--- src/rtl/usmspi_pkg.sv ---
package usmspi_pkg;
  localparam int unsigned USMSPI_DATA_W = 8;
  localparam int unsigned USMSPI_DIV_W = 12;
  localparam int unsigned USMSPI_BIT_CNT_W = 4;
  localparam logic [3:0] USMSPI_FRAME_BITS = 4'h8;
  localparam logic [11:0] USMSPI_DIV_RST = 12'h000;
  localparam logic [7:0] USMSPI_BYTE_RST = 8'h00;
  localparam logic USMSPI_IDLE_OUT = 1'b1;

  typedef struct packed {
    logic txEnable;
    logic rxEnable;
    logic clockPolarity;
    logic clockPhase;
    logic bitOrder;
    logic [USMSPI_DIV_W-1:0] baudDivider;
  } usmspi_cfg_t;

  typedef struct packed {
    logic receiveCompleteFlag;
    logic transmitCompleteFlag;
    logic dataRegEmptyFlag;
    logic framingErrorFlag;
    logic overrunFlag;
    logic parityErrorFlag;
  } usmspi_stat_t;

  typedef struct packed {
    logic outDrive;
    logic outData;
    logic inTaken;
    logic clkDrive;
    logic clkLevel;
  } usmspi_pins_t;
endpackage : usmspi_pkg

--- src/rtl/usmspi_rxbuf.sv ---
`timescale 1ns/10ps
`default_nettype none
module usmspi_rxbuf
  import usmspi_pkg::*;
#(
  parameter int unsigned WIDTH = 8,
  parameter int unsigned DEPTH = 2
) (
  // clock and reset
  input wire logic mclk,
  input wire logic nrst,
  input wire logic flush,
  // fill side
  input wire logic inValid,
  output logic inReady,
  input wire logic [WIDTH-1:0] inData,
  // drain side
  output logic outValid,
  input wire logic outReady,
  output logic [WIDTH-1:0] outData
);
  localparam int unsigned PW = (DEPTH > 1) ? $clog2(DEPTH) : 1;

  typedef struct packed {
    logic [DEPTH-1:0][WIDTH-1:0] mem;
    logic [PW-1:0] rdPtr;
    logic [PW:0] count;
  } usmspi_rxbuf_st_t;

  usmspi_rxbuf_st_t st_ff;
  usmspi_rxbuf_st_t nxt_st;

  function automatic logic [PW-1:0] bumpPtr(input logic [PW-1:0] p);
    bumpPtr = (p == PW'(DEPTH - 1)) ? '0 : PW'(p + 1'b1);
  endfunction : bumpPtr

  logic pushIt;
  logic popIt;
  logic [PW-1:0] wrPtr;

  // full buffer refuses the newest word, older words survive
  assign inReady = (st_ff.count != (PW+1)'(DEPTH));
  assign outValid = (st_ff.count != '0);
  assign outData = st_ff.mem[st_ff.rdPtr];
  assign pushIt = inValid && inReady;
  assign popIt = outValid && outReady;
  assign wrPtr = PW'((st_ff.rdPtr + st_ff.count) % DEPTH);

  always_comb begin
    nxt_st = st_ff;
    if (pushIt) begin
      nxt_st.mem[wrPtr] = inData;
    end
    if (popIt) begin
      nxt_st.rdPtr = bumpPtr(st_ff.rdPtr);
    end
    nxt_st.count = (PW+1)'(st_ff.count + pushIt - popIt);
    if (flush) begin
      nxt_st.count = '0;
      nxt_st.rdPtr = '0;
    end
  end

  always_ff @(posedge mclk) begin
    if (!nrst) begin
      st_ff <= '0;
    end else begin
      st_ff <= nxt_st;
    end
  end
endmodule : usmspi_rxbuf
`default_nettype wire

--- src/rtl/usmspi_master.sv ---
// Operation
// RULE1: software enables transmitter for any transfer; it makes the clock.
// RULE2: transmitter enabled drives serial out pin as master-out line.
// RULE3: receiver enabled takes serial in pin as master-in line.
// RULE4: transfer clock pin is the serial clock regardless of receiver.
// RULE5: writing the data register starts a transfer.
// RULE6: buffer byte enters shift register only when shifter is free.
// RULE7: software reads one byte per byte sent to keep alignment.
// RULE8: on receive overflow the newest byte is lost, older kept.
// RULE9: framing, overrun and parity flags always read zero.
// RULE10: receive, transmit complete, data empty flags act as usual.
// RULE11: clock polarity acts as standard SPI CPOL.
// RULE12: clock phase acts as standard SPI CPHA.
// RULE13: bit order picks LSB first or MSB first.
// RULE14: transmit path is double buffered.
// RULE15: receive path has one extra buffer level.
// RULE16: no write collision indication exists.
// RULE17: no double speed control; speed set by baud divider only.
// RULE18: master only; no slave select pin.
// RULE19: disabling transmitter or receiver acts as usual.
// RULE20: receive complete follows buffer occupancy; receiver off flushes it.
// RULE21: transmit complete sets when idle; cleared by ack or write one.
// RULE22: data empty shows buffer free, set after reset.
// RULE23: transmitter disable waits until frame and buffer are sent.
// RULE24: input sampled each frame, byte stored at end if receiver on.
`timescale 1ns/10ps
`default_nettype none
module usmspi_master
  import usmspi_pkg::*;
#(
  parameter int unsigned DATA_W = USMSPI_DATA_W,
  parameter int unsigned RX_DEPTH = 2
) (
  // clock and reset
  input wire logic mclk,
  input wire logic nrst,
  // configuration
  input wire usmspi_cfg_t cfg,
  // data register access
  input wire logic dataWrite,
  input wire logic [DATA_W-1:0] dataWrData,
  input wire logic dataRead,
  output logic [DATA_W-1:0] dataRdData,
  // flag clearing
  input wire logic txCompleteClear,
  input wire logic txCompleteAck,
  // status
  output usmspi_stat_t status,
  output logic txActive,
  // pins
  input wire logic serialInPin,
  output usmspi_pins_t pins
);
  typedef enum logic [1:0] {
    ST_IDLE,
    ST_LEAD,
    ST_TRAIL
  } usmspi_phase_t;

  typedef struct packed {
    usmspi_phase_t phase;
    logic [DATA_W-1:0] txBuf;
    logic txBufFull;
    logic [DATA_W-1:0] shiftOut;
    logic [DATA_W-1:0] shiftIn;
    logic [USMSPI_BIT_CNT_W-1:0] bitCnt;
    logic [USMSPI_DIV_W-1:0] divCnt;
    logic sclk;
    logic mosi;
    logic txOn;
    logic txDone;
    logic rxPush;
    logic [DATA_W-1:0] rxWord;
    logic [DATA_W-1:0] rdData;
  } usmspi_st_t;

  usmspi_st_t st_ff;
  usmspi_st_t nxt_st;

  logic rxReady;
  logic rxValid;
  logic [DATA_W-1:0] rxHead;

  // next bit to present on the data line, per bit order
  function automatic logic pickBit(input logic [DATA_W-1:0] d,
                                   input logic lsbFirst);
    pickBit = lsbFirst ? d[0] : d[DATA_W-1]; // see RULE13
  endfunction : pickBit

  function automatic logic [DATA_W-1:0] shiftOn(input logic [DATA_W-1:0] d,
                                                input logic lsbFirst,
                                                input logic b);
    shiftOn = lsbFirst ? {b, d[DATA_W-1:1]} : {d[DATA_W-2:0], b};
  endfunction : shiftOn

  logic tick;
  logic lastBit;
  assign tick = (st_ff.divCnt == '0); // see RULE17
  assign lastBit = (st_ff.bitCnt == USMSPI_FRAME_BITS - 4'h1);

  always_comb begin
    nxt_st = st_ff;
    nxt_st.rxPush = 1'b0;
    // disable waits for shifter and buffer to drain
    if (cfg.txEnable) begin
      nxt_st.txOn = 1'b1;
    end else if (st_ff.phase == ST_IDLE && !st_ff.txBufFull) begin
      nxt_st.txOn = 1'b0; // see RULE23
    end
    // second byte may queue while a frame shifts
    if (dataWrite && !st_ff.txBufFull && st_ff.txOn) begin
      nxt_st.txBuf = dataWrData; // see RULE5
      nxt_st.txBufFull = 1'b1; // see RULE14
    end
    nxt_st.divCnt = tick ? cfg.baudDivider
                         : USMSPI_DIV_W'(st_ff.divCnt - 1'b1);
    if (!st_ff.txOn) begin
      nxt_st.sclk = cfg.clockPolarity;
    end
    case (st_ff.phase)
      ST_IDLE: begin
        nxt_st.sclk = cfg.clockPolarity; // see RULE11
        if (st_ff.txBufFull && st_ff.txOn) begin
          nxt_st.shiftOut = st_ff.txBuf; // see RULE6
          nxt_st.txBufFull = 1'b0;
          nxt_st.bitCnt = '0;
          nxt_st.divCnt = cfg.baudDivider;
          nxt_st.phase = ST_LEAD;
          // phase 0 sets data before the first edge
          nxt_st.mosi = pickBit(st_ff.txBuf, cfg.bitOrder); // see RULE12
        end
      end
      ST_LEAD: begin
        if (tick) begin
          nxt_st.sclk = ~st_ff.sclk;
          nxt_st.phase = ST_TRAIL;
          if (!cfg.clockPhase) begin
            nxt_st.shiftIn = shiftOn(st_ff.shiftIn, cfg.bitOrder,
                                     serialInPin); // see RULE24
          end else begin
            nxt_st.mosi = pickBit(st_ff.shiftOut, cfg.bitOrder);
          end
        end
      end
      ST_TRAIL: begin
        if (tick) begin
          nxt_st.sclk = ~st_ff.sclk;
          if (cfg.clockPhase) begin
            nxt_st.shiftIn = shiftOn(st_ff.shiftIn, cfg.bitOrder,
                                     serialInPin); // see RULE24
          end
          nxt_st.shiftOut = shiftOn(st_ff.shiftOut, cfg.bitOrder, 1'b0);
          if (lastBit) begin
            nxt_st.phase = ST_IDLE;
            nxt_st.rxPush = cfg.rxEnable; // see RULE24
            nxt_st.rxWord = cfg.clockPhase
              ? shiftOn(st_ff.shiftIn, cfg.bitOrder, serialInPin)
              : st_ff.shiftIn;
            nxt_st.txDone = 1'b1;
          end else begin
            nxt_st.bitCnt = USMSPI_BIT_CNT_W'(st_ff.bitCnt + 1'b1);
            nxt_st.phase = ST_LEAD;
            if (!cfg.clockPhase) begin
              nxt_st.mosi = pickBit(
                shiftOn(st_ff.shiftOut, cfg.bitOrder, 1'b0), cfg.bitOrder);
            end
          end
        end
      end
      default: begin
        nxt_st.phase = ST_IDLE;
      end
    endcase
    // complete only when no queued byte follows; set beats clear
    if (txCompleteClear || txCompleteAck) begin
      nxt_st.txDone = 1'b0; // see RULE21
    end
    if (st_ff.phase == ST_TRAIL && tick && lastBit) begin
      nxt_st.txDone = !st_ff.txBufFull && !(dataWrite && st_ff.txOn);
    end
    if (dataWrite && st_ff.txOn) begin
      nxt_st.txDone = 1'b0;
    end
    if (dataRead) begin
      nxt_st.rdData = rxHead;
    end
    if (!st_ff.txOn && !cfg.txEnable) begin
      nxt_st.mosi = USMSPI_IDLE_OUT; // see RULE19
    end
  end

  always_ff @(posedge mclk) begin
    if (!nrst) begin
      st_ff <= '{phase: ST_IDLE, txBuf: USMSPI_BYTE_RST, txBufFull: 1'b0,
                 shiftOut: USMSPI_BYTE_RST, shiftIn: USMSPI_BYTE_RST,
                 bitCnt: '0, divCnt: USMSPI_DIV_RST, sclk: 1'b0,
                 mosi: USMSPI_IDLE_OUT, txOn: 1'b0, txDone: 1'b0,
                 rxPush: 1'b0, rxWord: USMSPI_BYTE_RST,
                 rdData: USMSPI_BYTE_RST};
    end else begin
      st_ff <= nxt_st;
    end
  end

  // extra receive level; full buffer drops the newest byte
  usmspi_rxbuf #(
    .WIDTH(DATA_W),
    .DEPTH(RX_DEPTH)
  ) u_rxbuf (
    .mclk(mclk),
    .nrst(nrst),
    .flush(!cfg.rxEnable), // see RULE20
    .inValid(st_ff.rxPush), // see RULE8
    .inReady(rxReady),
    .inData(st_ff.rxWord),
    .outValid(rxValid),
    .outReady(dataRead), // see RULE15
    .outData(rxHead)
  );

  assign dataRdData = st_ff.rdData;
  assign txActive = st_ff.txOn;

  // receive complete and data empty flags mirror buffer state directly
  always_comb begin
    status.receiveCompleteFlag = rxValid; // see RULE20
    status.transmitCompleteFlag = st_ff.txDone; // see RULE10
    status.dataRegEmptyFlag = !st_ff.txBufFull; // see RULE22
    status.framingErrorFlag = 1'b0; // see RULE9
    status.overrunFlag = 1'b0; // see RULE9
    status.parityErrorFlag = 1'b0; // see RULE9
  end

  // no slave select and no collision flag exist at all; see RULE16
  always_comb begin
    pins.outDrive = st_ff.txOn; // see RULE2
    pins.outData = st_ff.mosi;
    pins.inTaken = cfg.rxEnable; // see RULE3
    pins.clkDrive = st_ff.txOn; // see RULE4
    pins.clkLevel = st_ff.sclk; // see RULE18
  end
endmodule : usmspi_master
`default_nettype wire

--- config.mk ---
export PLATFORM = sky130hd
export DESIGN_NAME = usmspi_master
export DESIGN_NICKNAME = d
export VERILOG_FILES = /design/src/rtl/usmspi_pkg.sv /design/src/rtl/usmspi_rxbuf.sv /design/src/rtl/usmspi_master.sv
export SDC_FILE = /design/constraint.sdc
export NUM_CORES = 1
export LEC_CHECK = 0
export BUFFER_PORTS_ARGS = -buffer_cell sky130_fd_sc_hd__buf_2
export CAP_MARGIN = 5
export CORE_UTILIZATION = 62
export CTS_CLUSTER_DIAMETER = 60
export DETAILED_ROUTE_END_ITERATION = 8
export PLACE_DENSITY = 0.85
export SYNTH_ARGS = -nofsm -noshare
export SYNTH_HDL_FRONTEND = slang
export SYNTH_SLANG_ARGS = --single-unit
--- constraint.sdc ---
create_clock -name mclk -period 3.1 [get_ports mclk]
set_clock_uncertainty 0.15 [all_clocks]
set_input_delay 0.465 -clock mclk [delete_from_list [all_inputs] [get_ports mclk]]
set_output_delay 0.465 -clock mclk [all_outputs]
set_load 0.005 [all_outputs]
==> impl_results.md, run 1 <==
- Status: completed
- Setup Buffers After CTS: 0
- Fmax: 384 MHz
- Int Pwr: 1790 uW
- Max IR drop VDD: 0.000607 V
- Rel. slew slack: 48.2%
- Initial antenna violation count: 0
- Area Overhead vs Synth: 8.10%
- Core box area: between 6000 and 7000 sq um
- Clk Latency, worst-skew pair: 360 ps
- Final antenna-violating net count: 0
- Primary FF master, synth: dfxtp_1
- Final wirelength: just over 8 mm
- Mean post-synth cell area: 8.74 sq um
- Via count: 3,264
- Standby leakage power: 0.00179 uW
- GP Congestion: 0.816
- DP Worst Slack: a little under 600 ps
- Maximum number of pins on one net before global-route repair: 59
- N_diodes: 0
- Max Slew Vio Count: 0
- Finished Layout Cells: 552
- Worst hold path type: input port to flop
- Die height: 82.2 um
- WL/cell: 14.9 um
- Gate power share: 22.6%
- Hold Buf Count CTS: 0
- Max H-tree Level: 3
- Critical path launch point type: flop
- Mapped cell area: around 4000 sq um
- Largest family of logic cells by synthesized area: compound AO/OA/AOI/OAI gates
- Post-cts sizing count: 0
- Unique cell type count in the Yosys netlist: 52
- Final core occ: 71.1%
- Complex-gate fraction of the synthesized area: 18.0%
- I/O pins: 52
- Total net switching power: 860 uW
- Post-Synth Adder-Cell Area: 1.57%
- Mux contribution to synthesized area: 11.5%
- Total placed cells including tap cells: 536
- Fin crit share: 84.0%
- Switching share of power: 32.5%
- Sequential share of power: 47.2%
- RSZ-0062 raised after global routing: false
- Std cell rows: 28
- #FFs+latches synth: 83
- Fillcell total: 488
- Max-Cap Viols: 0
- WS Path Type: flop to flop
- Number of global-route vias before repair: 3,007
- CP required: 3230 ps
- Xor and xnor area share after synthesis: 3.07%
- Clk sinks: 83
- First-pass GRT wire length: around 14 mm
- GR Overflow Total: 0
- Initial Util: 65.8%
- Gr usage total: a little over a quarter
- Final hold violations: 0
- Setup TNS: 0 ps
- Drc violations: 0
- CP Capture Type: flop
- Seq/Total Area, Yosys: 41.7%
- Final setup vio count: 0
- Synth Area in Simple Gates: between 15 and 20%
- Ys async rst share: 0%
- Share of cells above drive strength 1: 17.0%
- I/O Buffers: 48
- Yosys warns: 0
- Min cycle time layout: ~2600 ps
- TritonRoute pass-1 iters: 5
- Setup ws final: slightly below 500 ps
- Die area: 6760 sq um
- Data arrival, critical path: 2730 ps
- CP Max Fanout: 17
- Number of enable flip-flop cells after synthesis: 0
- Die W: about 82 um
- Num CTS Buffers: 9
- Drt via density: 5.91
- Worst-path clk slew: about 90 ps
- Clock Power Share: just over 30%
- Final #Nets: 509
- DP Wirelength: 5.64 mm
- CTS tree: done
- Cell Pwr Density: 615 nW/um^2
- Starting DRT DRC Count: about 130
- Clock Path Buffers: 2
- Worst slew pin tran: between 700 and 800 ps
- Cells after Synth: 456
- Root Buffer: clkbuf_8
-- path summary, 6_finish.rpt --
path,startpoint,end,slack (ps),depth (start not counted)
max,st_ff[25],st_ff[45],500,5
min,dataWrData[5],st_ff[59],190,3
max reg2reg,st_ff[25],st_ff[45],500,5
min reg2reg,st_ff[58],st_ff[58],310,2
-- cell usage in the layout (no fill, tap or decap), types with 2 or more instances in the layout --
master,n
mux2_2,7
or2_2,2
clkbuf_8,9
nor2_1,62
nor2b_1,4
o211ai_1,9
a211oi_1,26
inv_6,3
nand2_1,46
a21oi_1,35
xor2_1,7
mux2i_1,38
o22a_1,2
inv_1,9
nand3_1,6
a221oi_1,8
nand2b_1,2
o21a_1,8
o21ai_0,6
dfxtp_1,83
nor4_1,2
or3_1,5
ha_1,5
nor3_1,4
conb_1,3
buf_2,48
a32o_1,2
xnor2_1,7
-- synth_stat cells (all sizes together), types with 4 or more instances --
library cell,n,area (sq um)
ha,5,62.6
nand3,6,30.0
clkbuf,22,82.6
xnor2,7,61.3
mux2,7,78.8
or3,5,31.3
o21ai,7,38.8
o211ai,9,67.6
a211oi,26,195
inv,10,37.5
a21oi,35,175
buf,25,169
nor3,5,30.0
a221oi,8,70.1
dfxtp,83,1660
nand2,46,173
xor2,7,61.3
mux2i,38,380
nor2b,4,25.0
nor2,63,239
o21a,8,60.1
-- power by group through the flow --
stage	registers (uW)	logic (uW)	clock network (uW)
floorplan	1250	490	0
global placement	1270	565	0
detailed placement	1270	581	0
CTS	1250	596	813
global route	1260	662	867
finish	1250	599	801
-- layout make-up --
type | instances | area (sq um) | area share (%)
multi-input combinational | 318 | 2040 | 47.4
clock inverter | 7 | 81.3 | 1.89
sequential | 83 | 1660 | 38.5
inverter | 10 | 37.5 | 0.871
clock buffer | 9 | 124 | 2.87
tap | 75 | 93.8 | 2.18
timing repair buffer | 50 | 268 | 6.21
-- critical path, cell delays in order (launching register included) --
cell     delay, ps
dfxtp_1        380
nor4_4         500
nand4_4        340
o21ai_2        380
nor2b_1        540
mux2i_1        240
-- registers in the layout, indices dropped and copies added, names as in the netlist --
signal,cells
dataRdData,8
txActive,1
u_rxbuf.st_ff,19
pins,2
status,1
st_ff,52
-- kinds of logic (layout without fill, tap and decap cells) --
kind of cell | Yosys count | after routing
AOI/OAI and AO/OA | 106 | 106
other | 1 | 3
DFF | 83 | 83
xor gates and xnor gates | 14 | 14
adders and majority gates | 5 | 5
buffers and inverters | 57 | 76
and+or+nand+nor | 145 | 145
muxes | 45 | 45
-- stage by stage --
step | hold slack (ps) | power [uW] | cell area (sq um)
6_report | 189 | 2650 | 4310
5_1_grt | 183 | 2790 | 4310
4_1_cts | 182 | 2660 | 4310
3_5_place_dp | 304 | 1860 | 4110
3_3_place_gp | 299 | 1830 | 4110
2_1_floorplan | 286 | 1740 | 4000
-- per-layer routing --
metal  global-route usage [%]  routed length (um)  vias up
met5                        0                   0        -
met4                     10.7                 167        0
met3                     6.26                 486       16
met2                     45.7                3980      110
met1                     31.3                3580     1514
li1                         -                   -     1624
No activity file was read; power rests on OpenSTA's default activity.
==> run 2, diff against run 1 <==
--- a/config.mk
+++ b/config.mk
@@ -5,12 +5,13 @@
 export SDC_FILE = /design/constraint.sdc
 export NUM_CORES = 1
 export LEC_CHECK = 0
+export ABC_AREA = 1
 export BUFFER_PORTS_ARGS = -buffer_cell sky130_fd_sc_hd__buf_2
 export CAP_MARGIN = 5
-export CORE_UTILIZATION = 62
+export CORE_UTILIZATION = 52
 export CTS_CLUSTER_DIAMETER = 60
 export DETAILED_ROUTE_END_ITERATION = 8
-export PLACE_DENSITY = 0.85
+export PLACE_DENSITY = 0.76
 export SYNTH_ARGS = -nofsm -noshare
 export SYNTH_HDL_FRONTEND = slang
 export SYNTH_SLANG_ARGS = --single-unit
==> constraint.sdc (replaced) <==
create_clock -name mclk -period 2.29 [get_ports mclk]
set_clock_uncertainty 0.15 [all_clocks]
set_input_delay 0.3435 -clock mclk [delete_from_list [all_inputs] [get_ports mclk]]
set_output_delay 0.3435 -clock mclk [all_outputs]
set_load 0.005 [all_outputs]
==> run 2 against run 1 <==
Setup slack worse by 79 ps; critical path type unchanged; critical endpoint is now u_rxbuf.st_ff[1]; non-clock buffer count is 3 higher; synthesized cell count is 32% higher; flip-flop and latch count stayed put; die area is 23% higher.
==> impl_results.md, run 2 <==
- Status: completed
- Die height: 91.3 um
- CP required: ~2400 ps
- Area Overhead vs Synth: 9.33%
- Number of global-route vias before repair: 3,528
- Die area: 8330 sq um
- GP Congestion: 0.859
- Std cell rows: 32
- Max IR drop VDD: 0.000359 V
- #FFs+latches synth: slightly above 80
- Synth area leaders: dfxtp_1 40%, o21ai_0 10%, nand2_1 9.2%
- Final antenna-violating net count: 0
- Share of cells above drive strength 1: 14.3%
- Setup TNS: 0 ps
- CP Capture Type: flop
- Post-cts sizing count: 0
- Setup Buffers After CTS: 0
- Cell Pwr Density: approximately 850 nW/um^2
- Most flop-heavy register: st_ff
- Seq/Total Area, Yosys: 40.1%
- CTS tree: done
- Max Slew Vio Count: 0
- Worst-path clk slew: 90 ps
- Drt via density: 5.34
- Worst hold path type: input port to flop
- Maximum number of pins on one net before global-route repair: between 40 and 50
- Num CTS Buffers: 9
- Worst slew pin tran: between 500 and 600 ps
- Commonest cells in the netlist: 102 x nand2_1, 84 x o21ai_0, 83 x dfxtp_1
- Rel. slew slack: 61.7%
- First-pass GRT wire length: 15.7 mm
- Data arrival, critical path: 2010 ps
- Post-DP Area: approximately 4300 sq um
- Yosys top cell area share: about two fifths
- Initial antenna violation count: 0
- Clk Latency, worst-skew pair: 360 ps
- Number of enable flip-flop cells after synthesis: 0
- Most common cell after layout, fill and taps aside: nand2_1
- Clock Path Buffers: 2
- Min cycle time layout: roughly 1900 ps
- Max-Cap Viols: 0
- Max H-tree Level: 3
- Final wirelength: 9.17 mm
- I/O pins: 52
- Mapped cell area: 4140 sq um
- Via count: 3,903
- N_diodes: 0
- Root Buffer: clkbuf_8
- I/O Buffers: 48
- RSZ-0062 raised after global routing: false
- Core box area: 7730 sq um
- Standby leakage power: between 0.0015 and 0.002 uW
- Critical path launch point type: flop
- Post-route cell area: between 4000 and 5000 sq um
- Unique cell type count in the Yosys netlist: 30
- DP Wirelength: 6.48 mm
- Final setup vio count: 0
- Die W: slightly above 90 um
- Mean post-synth cell area: 6.90 sq um
- Final #Nets: approximately 660
- Yosys warns: 0
- R2R Setup Slk: 420 ps
- Starting DRT DRC Count: 144
- TritonRoute pass-1 iters: 5
- Hold Buf Count CTS: 0
- Initial Util: 53.6%
- Ys async rst share: 0%
- Max reg flops: 52
- Most frequent cells in the layout: 102 x nand2_1, 84 x o21ai_0, 83 x dfxtp_1
- Drc violations: 0
- CP Max Fanout: 3
- GR Overflow Total: 0
- Gr usage total: a little under a quarter
- Fmax: 534 MHz
- WS Path Type: flop to flop
- Final hold violations: 0
- Fin crit share: 81.8%
- Count leader, synth: nand2_1
- WL/cell: 12.5 um
- Cells after Synth: 601
- Clk sinks: 83
- Cell taking the most area after synthesis: dfxtp_1
- Primary FF master, synth: dfxtp_1
run 2: changes by cell type after synthesis, moves of 7 or more:
cell and delta:
o21ai_0 +78, nand2_1 +56, inv_1 +50, mux2i_1 -38
nand3_1 +33, a21oi_1 +30, a211oi_1 -26, clkbuf_1 -10
a221oi_1 -8, o21a_1 -8, mux2_2 -7, nand2_2 +7
run 2: cells by family (layout without fill, tap and decap cells):
logic type	count (synthesis)	count (layout)	synth area share, %
and+or+nand+nor	233	233	24.1
AOI/OAI and AO/OA	164	164	20.5
buffers and inverters	109	135	12.5
DFF	83	83	40.1
xor gates and xnor gates	6	6	1.27
adders and majority gates	5	5	1.51
other	1	3	0.0905
run 2: cell type report:
cell class              count  area (sq um)
clock buffers               9           124
clock inverters             7           106
fillers                   730          3200
inverters                  66           248
multi-input cells         411          1970
flip-flops and latches     83          1660
well taps                 102           128
repair buffers             53           290
run 2: where the power goes:
group | leakage (uW) | switching, uW | total (uW) | internal (uW)
Clock | 0.000116 | 577 | 1210 | 633
Combinational | 0.00118 | 647 | 982 | 335
Sequential | 0.000674 | 94.2 | 1650 | 1560
Total | 0.00197 | 1320 | 3850 | 2530
run 2: metrics by stage:
| stage | setup WS [ps] | hold slack, ps | power [uW] | util [%] | cells |
|---|---|---|---|---|---|
| 6_report | 416 | 54.7 | 3850 | 58.6 | 731 |
| 5_1_grt | 292 | 62.1 | 4090 | 58.6 | 731 |
| 4_1_cts | 413 | 45.6 | 3860 | 58.6 | 731 |
| 3_5_place_dp | 295 | 310 | 2660 | 55.7 | 715 |
| 3_3_place_gp | 377 | 305 | 2630 | 55.7 | 715 |
| 2_1_floorplan | 460 | 280 | 2470 | - | 603 |
run 2: path summary, 6_finish.rpt:
path / depth (start not counted) / startpoint / endpoint
max: 10 / u_rxbuf.st_ff[0] / u_rxbuf.st_ff[1]
min: 3 / cfg[0] / st_ff[21]
max reg2reg: 10 / u_rxbuf.st_ff[0] / u_rxbuf.st_ff[1]
min reg2reg: 2 / st_ff[61] / st_ff[61]
run 2: critical path, stage by stage (launching register included):
cell     delay, ps
dfxtp_1        340
inv_1           80
nand2_1         70
nand2_1         80
inv_1           70
ha_1           280
inv_1           40
ha_1           190
xnor2_1        130
or2_2          270
a21oi_1        120
run 2: per-layer routing:
layer  up-vias  wire, um  GRT usage, %
met5         -         0             0
met4         0       119          8.07
met3        11       506          4.10
met2       110      4250          38.1
met1      1789      4300          30.0
li1       1993         -             -
==> run 3, diff against run 2 <==
--- a/config.mk
+++ b/config.mk
@@ -5,13 +5,13 @@
 export SDC_FILE = /design/constraint.sdc
 export NUM_CORES = 1
 export LEC_CHECK = 0
-export ABC_AREA = 1
+export ABC_AREA = 0
 export BUFFER_PORTS_ARGS = -buffer_cell sky130_fd_sc_hd__buf_2
 export CAP_MARGIN = 5
-export CORE_UTILIZATION = 52
+export CORE_UTILIZATION = 57
 export CTS_CLUSTER_DIAMETER = 60
 export DETAILED_ROUTE_END_ITERATION = 8
-export PLACE_DENSITY = 0.76
+export PLACE_DENSITY = 0.79
 export SYNTH_ARGS = -nofsm -noshare
 export SYNTH_HDL_FRONTEND = slang
 export SYNTH_SLANG_ARGS = --single-unit
==> constraint.sdc (replaced) <==
create_clock -name mclk -period 1.9 [get_ports mclk]
set_clock_uncertainty 0.15 [all_clocks]
set_input_delay 0.285 -clock mclk [delete_from_list [all_inputs] [get_ports mclk]]
set_output_delay 0.285 -clock mclk [all_outputs]
set_load 0.005 [all_outputs]
==> run 3 against run 2 <==
Global-route usage rose by 2.0 points; largest cell class unchanged; largest power group unchanged; design area rose by 6.5%; fmax fell by 5.5%; worst hold slack got worse by 41 ps; the flow now finishes with violations (setup timing); highest routed layer unchanged; via count fell by 11%; first-iteration DRC count rose by 37%; sequential share of layout area fell by 2.1 points; core utilization rose by 12 points; cell count fell by 16%.
==> impl_results.md, run 3 (synthesis gave the netlist of run 1 again) <==
- Status: complete, but fails checks
- Failing checks: setup timing
- GP Congestion: 0.829
- DP Wirelength: 6.14 mm
- Most common cell after layout, fill and taps aside: dfxtp_1
- Slowest stage delay, CP: between 400 and 500 ps
- Seq. cell area: 1670 sq um
- Footprint of the multi-input gates: between 2000 and 2500 sq um
- TritonRoute pass-1 iters: 4
- Core box area: 6790 sq um
- Maximum number of pins on one net before global-route repair: 41
- Final setup vio count: 3
- Die W: roughly 86 um
- Via count: 3,482
- CP Capture Type: flop
- Global Route met3 Usage: 5.10%
- CP delay by family, top: compound AO/OA/AOI/OAI gates
- Most flop-heavy register: st_ff
- GR Overflow Total: 0
- Most frequent cells in the layout: 79 x dfxtp_1, 60 x nor2_1, 48 x buf_2
- Root Buffer: clkbuf_8
- Standby leakage power: 0.00202 uW
- Number of global-route vias before repair: approximately 3,200
- Max Slew Vio Count: 0
- Post-route cell area: 4830 sq um
- Worst hold path type: input port to flop
- Met2 Track Usage GR: between 40% and 50%
- I/O Buffers: 48
- Finished Layout Cells: 616
- Max IR drop VDD: 0.000525 V
- Area Overhead vs Synth: 21.1%
- Rel. slew slack: 63.8%
- Clock Path Buffers: 2
- N_diodes: 0
- Final hold violations: 0
- Final antenna-violating net count: 0
- Final #Nets: around 550
- First-pass GRT wire length: 14.4 mm
- CTS tree: done
- Critical path launch point type: flop
- GR Util met1: about a third
- Clk Latency, worst-skew pair: 370 ps
- Die height: 85.6 um
- Initial antenna violation count: 0
- Gr usage total: 24.9%
- Share of cells above drive strength 1: 28.1%
- Fin crit share: 104%
- Cell Pwr Density: 980 nW/um^2
- Fillcell total: ~510
- Final core occ: 71.0%
- WL/cell: 14.9 um
- Std cell rows: 30
- Global route hottest layer: met2
- Setup ws final: -82.5 ps
- RSZ-0062 raised after global routing: true
- Drc violations: 0
- CP bufs+invs: 1
- Setup TNS: -164 ps
- WS Path Type: flop to flop
- Clk sinks: 83
- Max H-tree Level: 3
- Die area: around 7300 sq um
- Min cycle time layout: 1980 ps
- Total placed cells including tap cells: 592
- Final wirelength: around 9.2 mm
- Post-DP Area: 4430 sq um
- Slowest library cell on the worst path: a2111oi_4
- Worst hold slack: roughly 14 ps
- CP Max Fanout: 5
- Crit-path cells: nor4_4 > buf_4 > nand4b_1 > a2111oi_4 > a21o_1 > a221oi_1
- Data arrival, critical path: 2070 ps
- Worst-path clk slew: 100 ps
- Max reg flops: 52
- CP required: 1990 ps
- Num CTS Buffers: 9
- Starting DRT DRC Count: 197
- Fmax: 504 MHz
- Drt via density: 5.65
- Initial Util: 58.7%
- I/O pins: 52
- Worst slew pin tran: 542 ps
- Max-Cap Viols: 0
==> run 3: power breakdown <==
part	internal, uW	switching (uW)	total, uW
sequential	1890	149	2040
clock	508	715	1220
combinational	730	744	1470
==> run 3: cell type report <==
| type | count | area share, % |
|---|---|---|
| multi-input combinational | 318 | 45.2 |
| sequential | 83 | 34.5 |
| timing repair buffer | 93 | 13.0 |
| clock buffer | 9 | 2.57 |
| tap | 96 | 2.49 |
| clock inverter | 7 | 1.45 |
| inverter | 10 | 0.778 |
==> run 3: stage by stage <==
stage / setup WS [ps] / power (uW)
CTS: -16.0 / 4590
floorplan: 1.74 / 2850
global route: -163 / 4940
global placement: -19.8 / 3260
finish: -82.5 / 4730
detailed placement: -85.6 / 3300
==> run 3: per-layer routing <==
| metal | vias up | part of all wire [%] | routed length [um] |
|---|---|---|---|
| li1 | 1716 | - | - |
| met1 | 1626 | 44 | 4060 |
| met2 | 120 | 48 | 4430 |
| met3 | 20 | 5.2 | 477 |
| met4 | 0 | 2.1 | 195 |
| met5 | - | 0 | 0 |
==> run 3: what timing repair did <==
item / CTS / global route
hold buffers: 3 / 0
gates resized for setup: 11 / 20
buffers inserted: 2 / 3
pin swaps: 4 / 12
hold endpoints to repair: 3 / 0
endpoints found under the setup margin: 25 / 34
==> run 3: path summary, 6_finish.rpt <==
check,from,end,slack (ps),cells after the start
min reg2reg,st_ff[58],st_ff[58],320,2
max reg2reg,st_ff[26],pins[3],-80,6
min,dataWrData[3],st_ff[57],10,3
max,st_ff[26],pins[3],-80,6
==> run 3: worst register-to-register path, cell delays in order, from the launching register on <==
cell and delay (ps):
dfxtp_1 340, nor4_4 350, buf_4 200, nand4b_1 180, a2111oi_4 410, a21o_1 160
a221oi_1 60
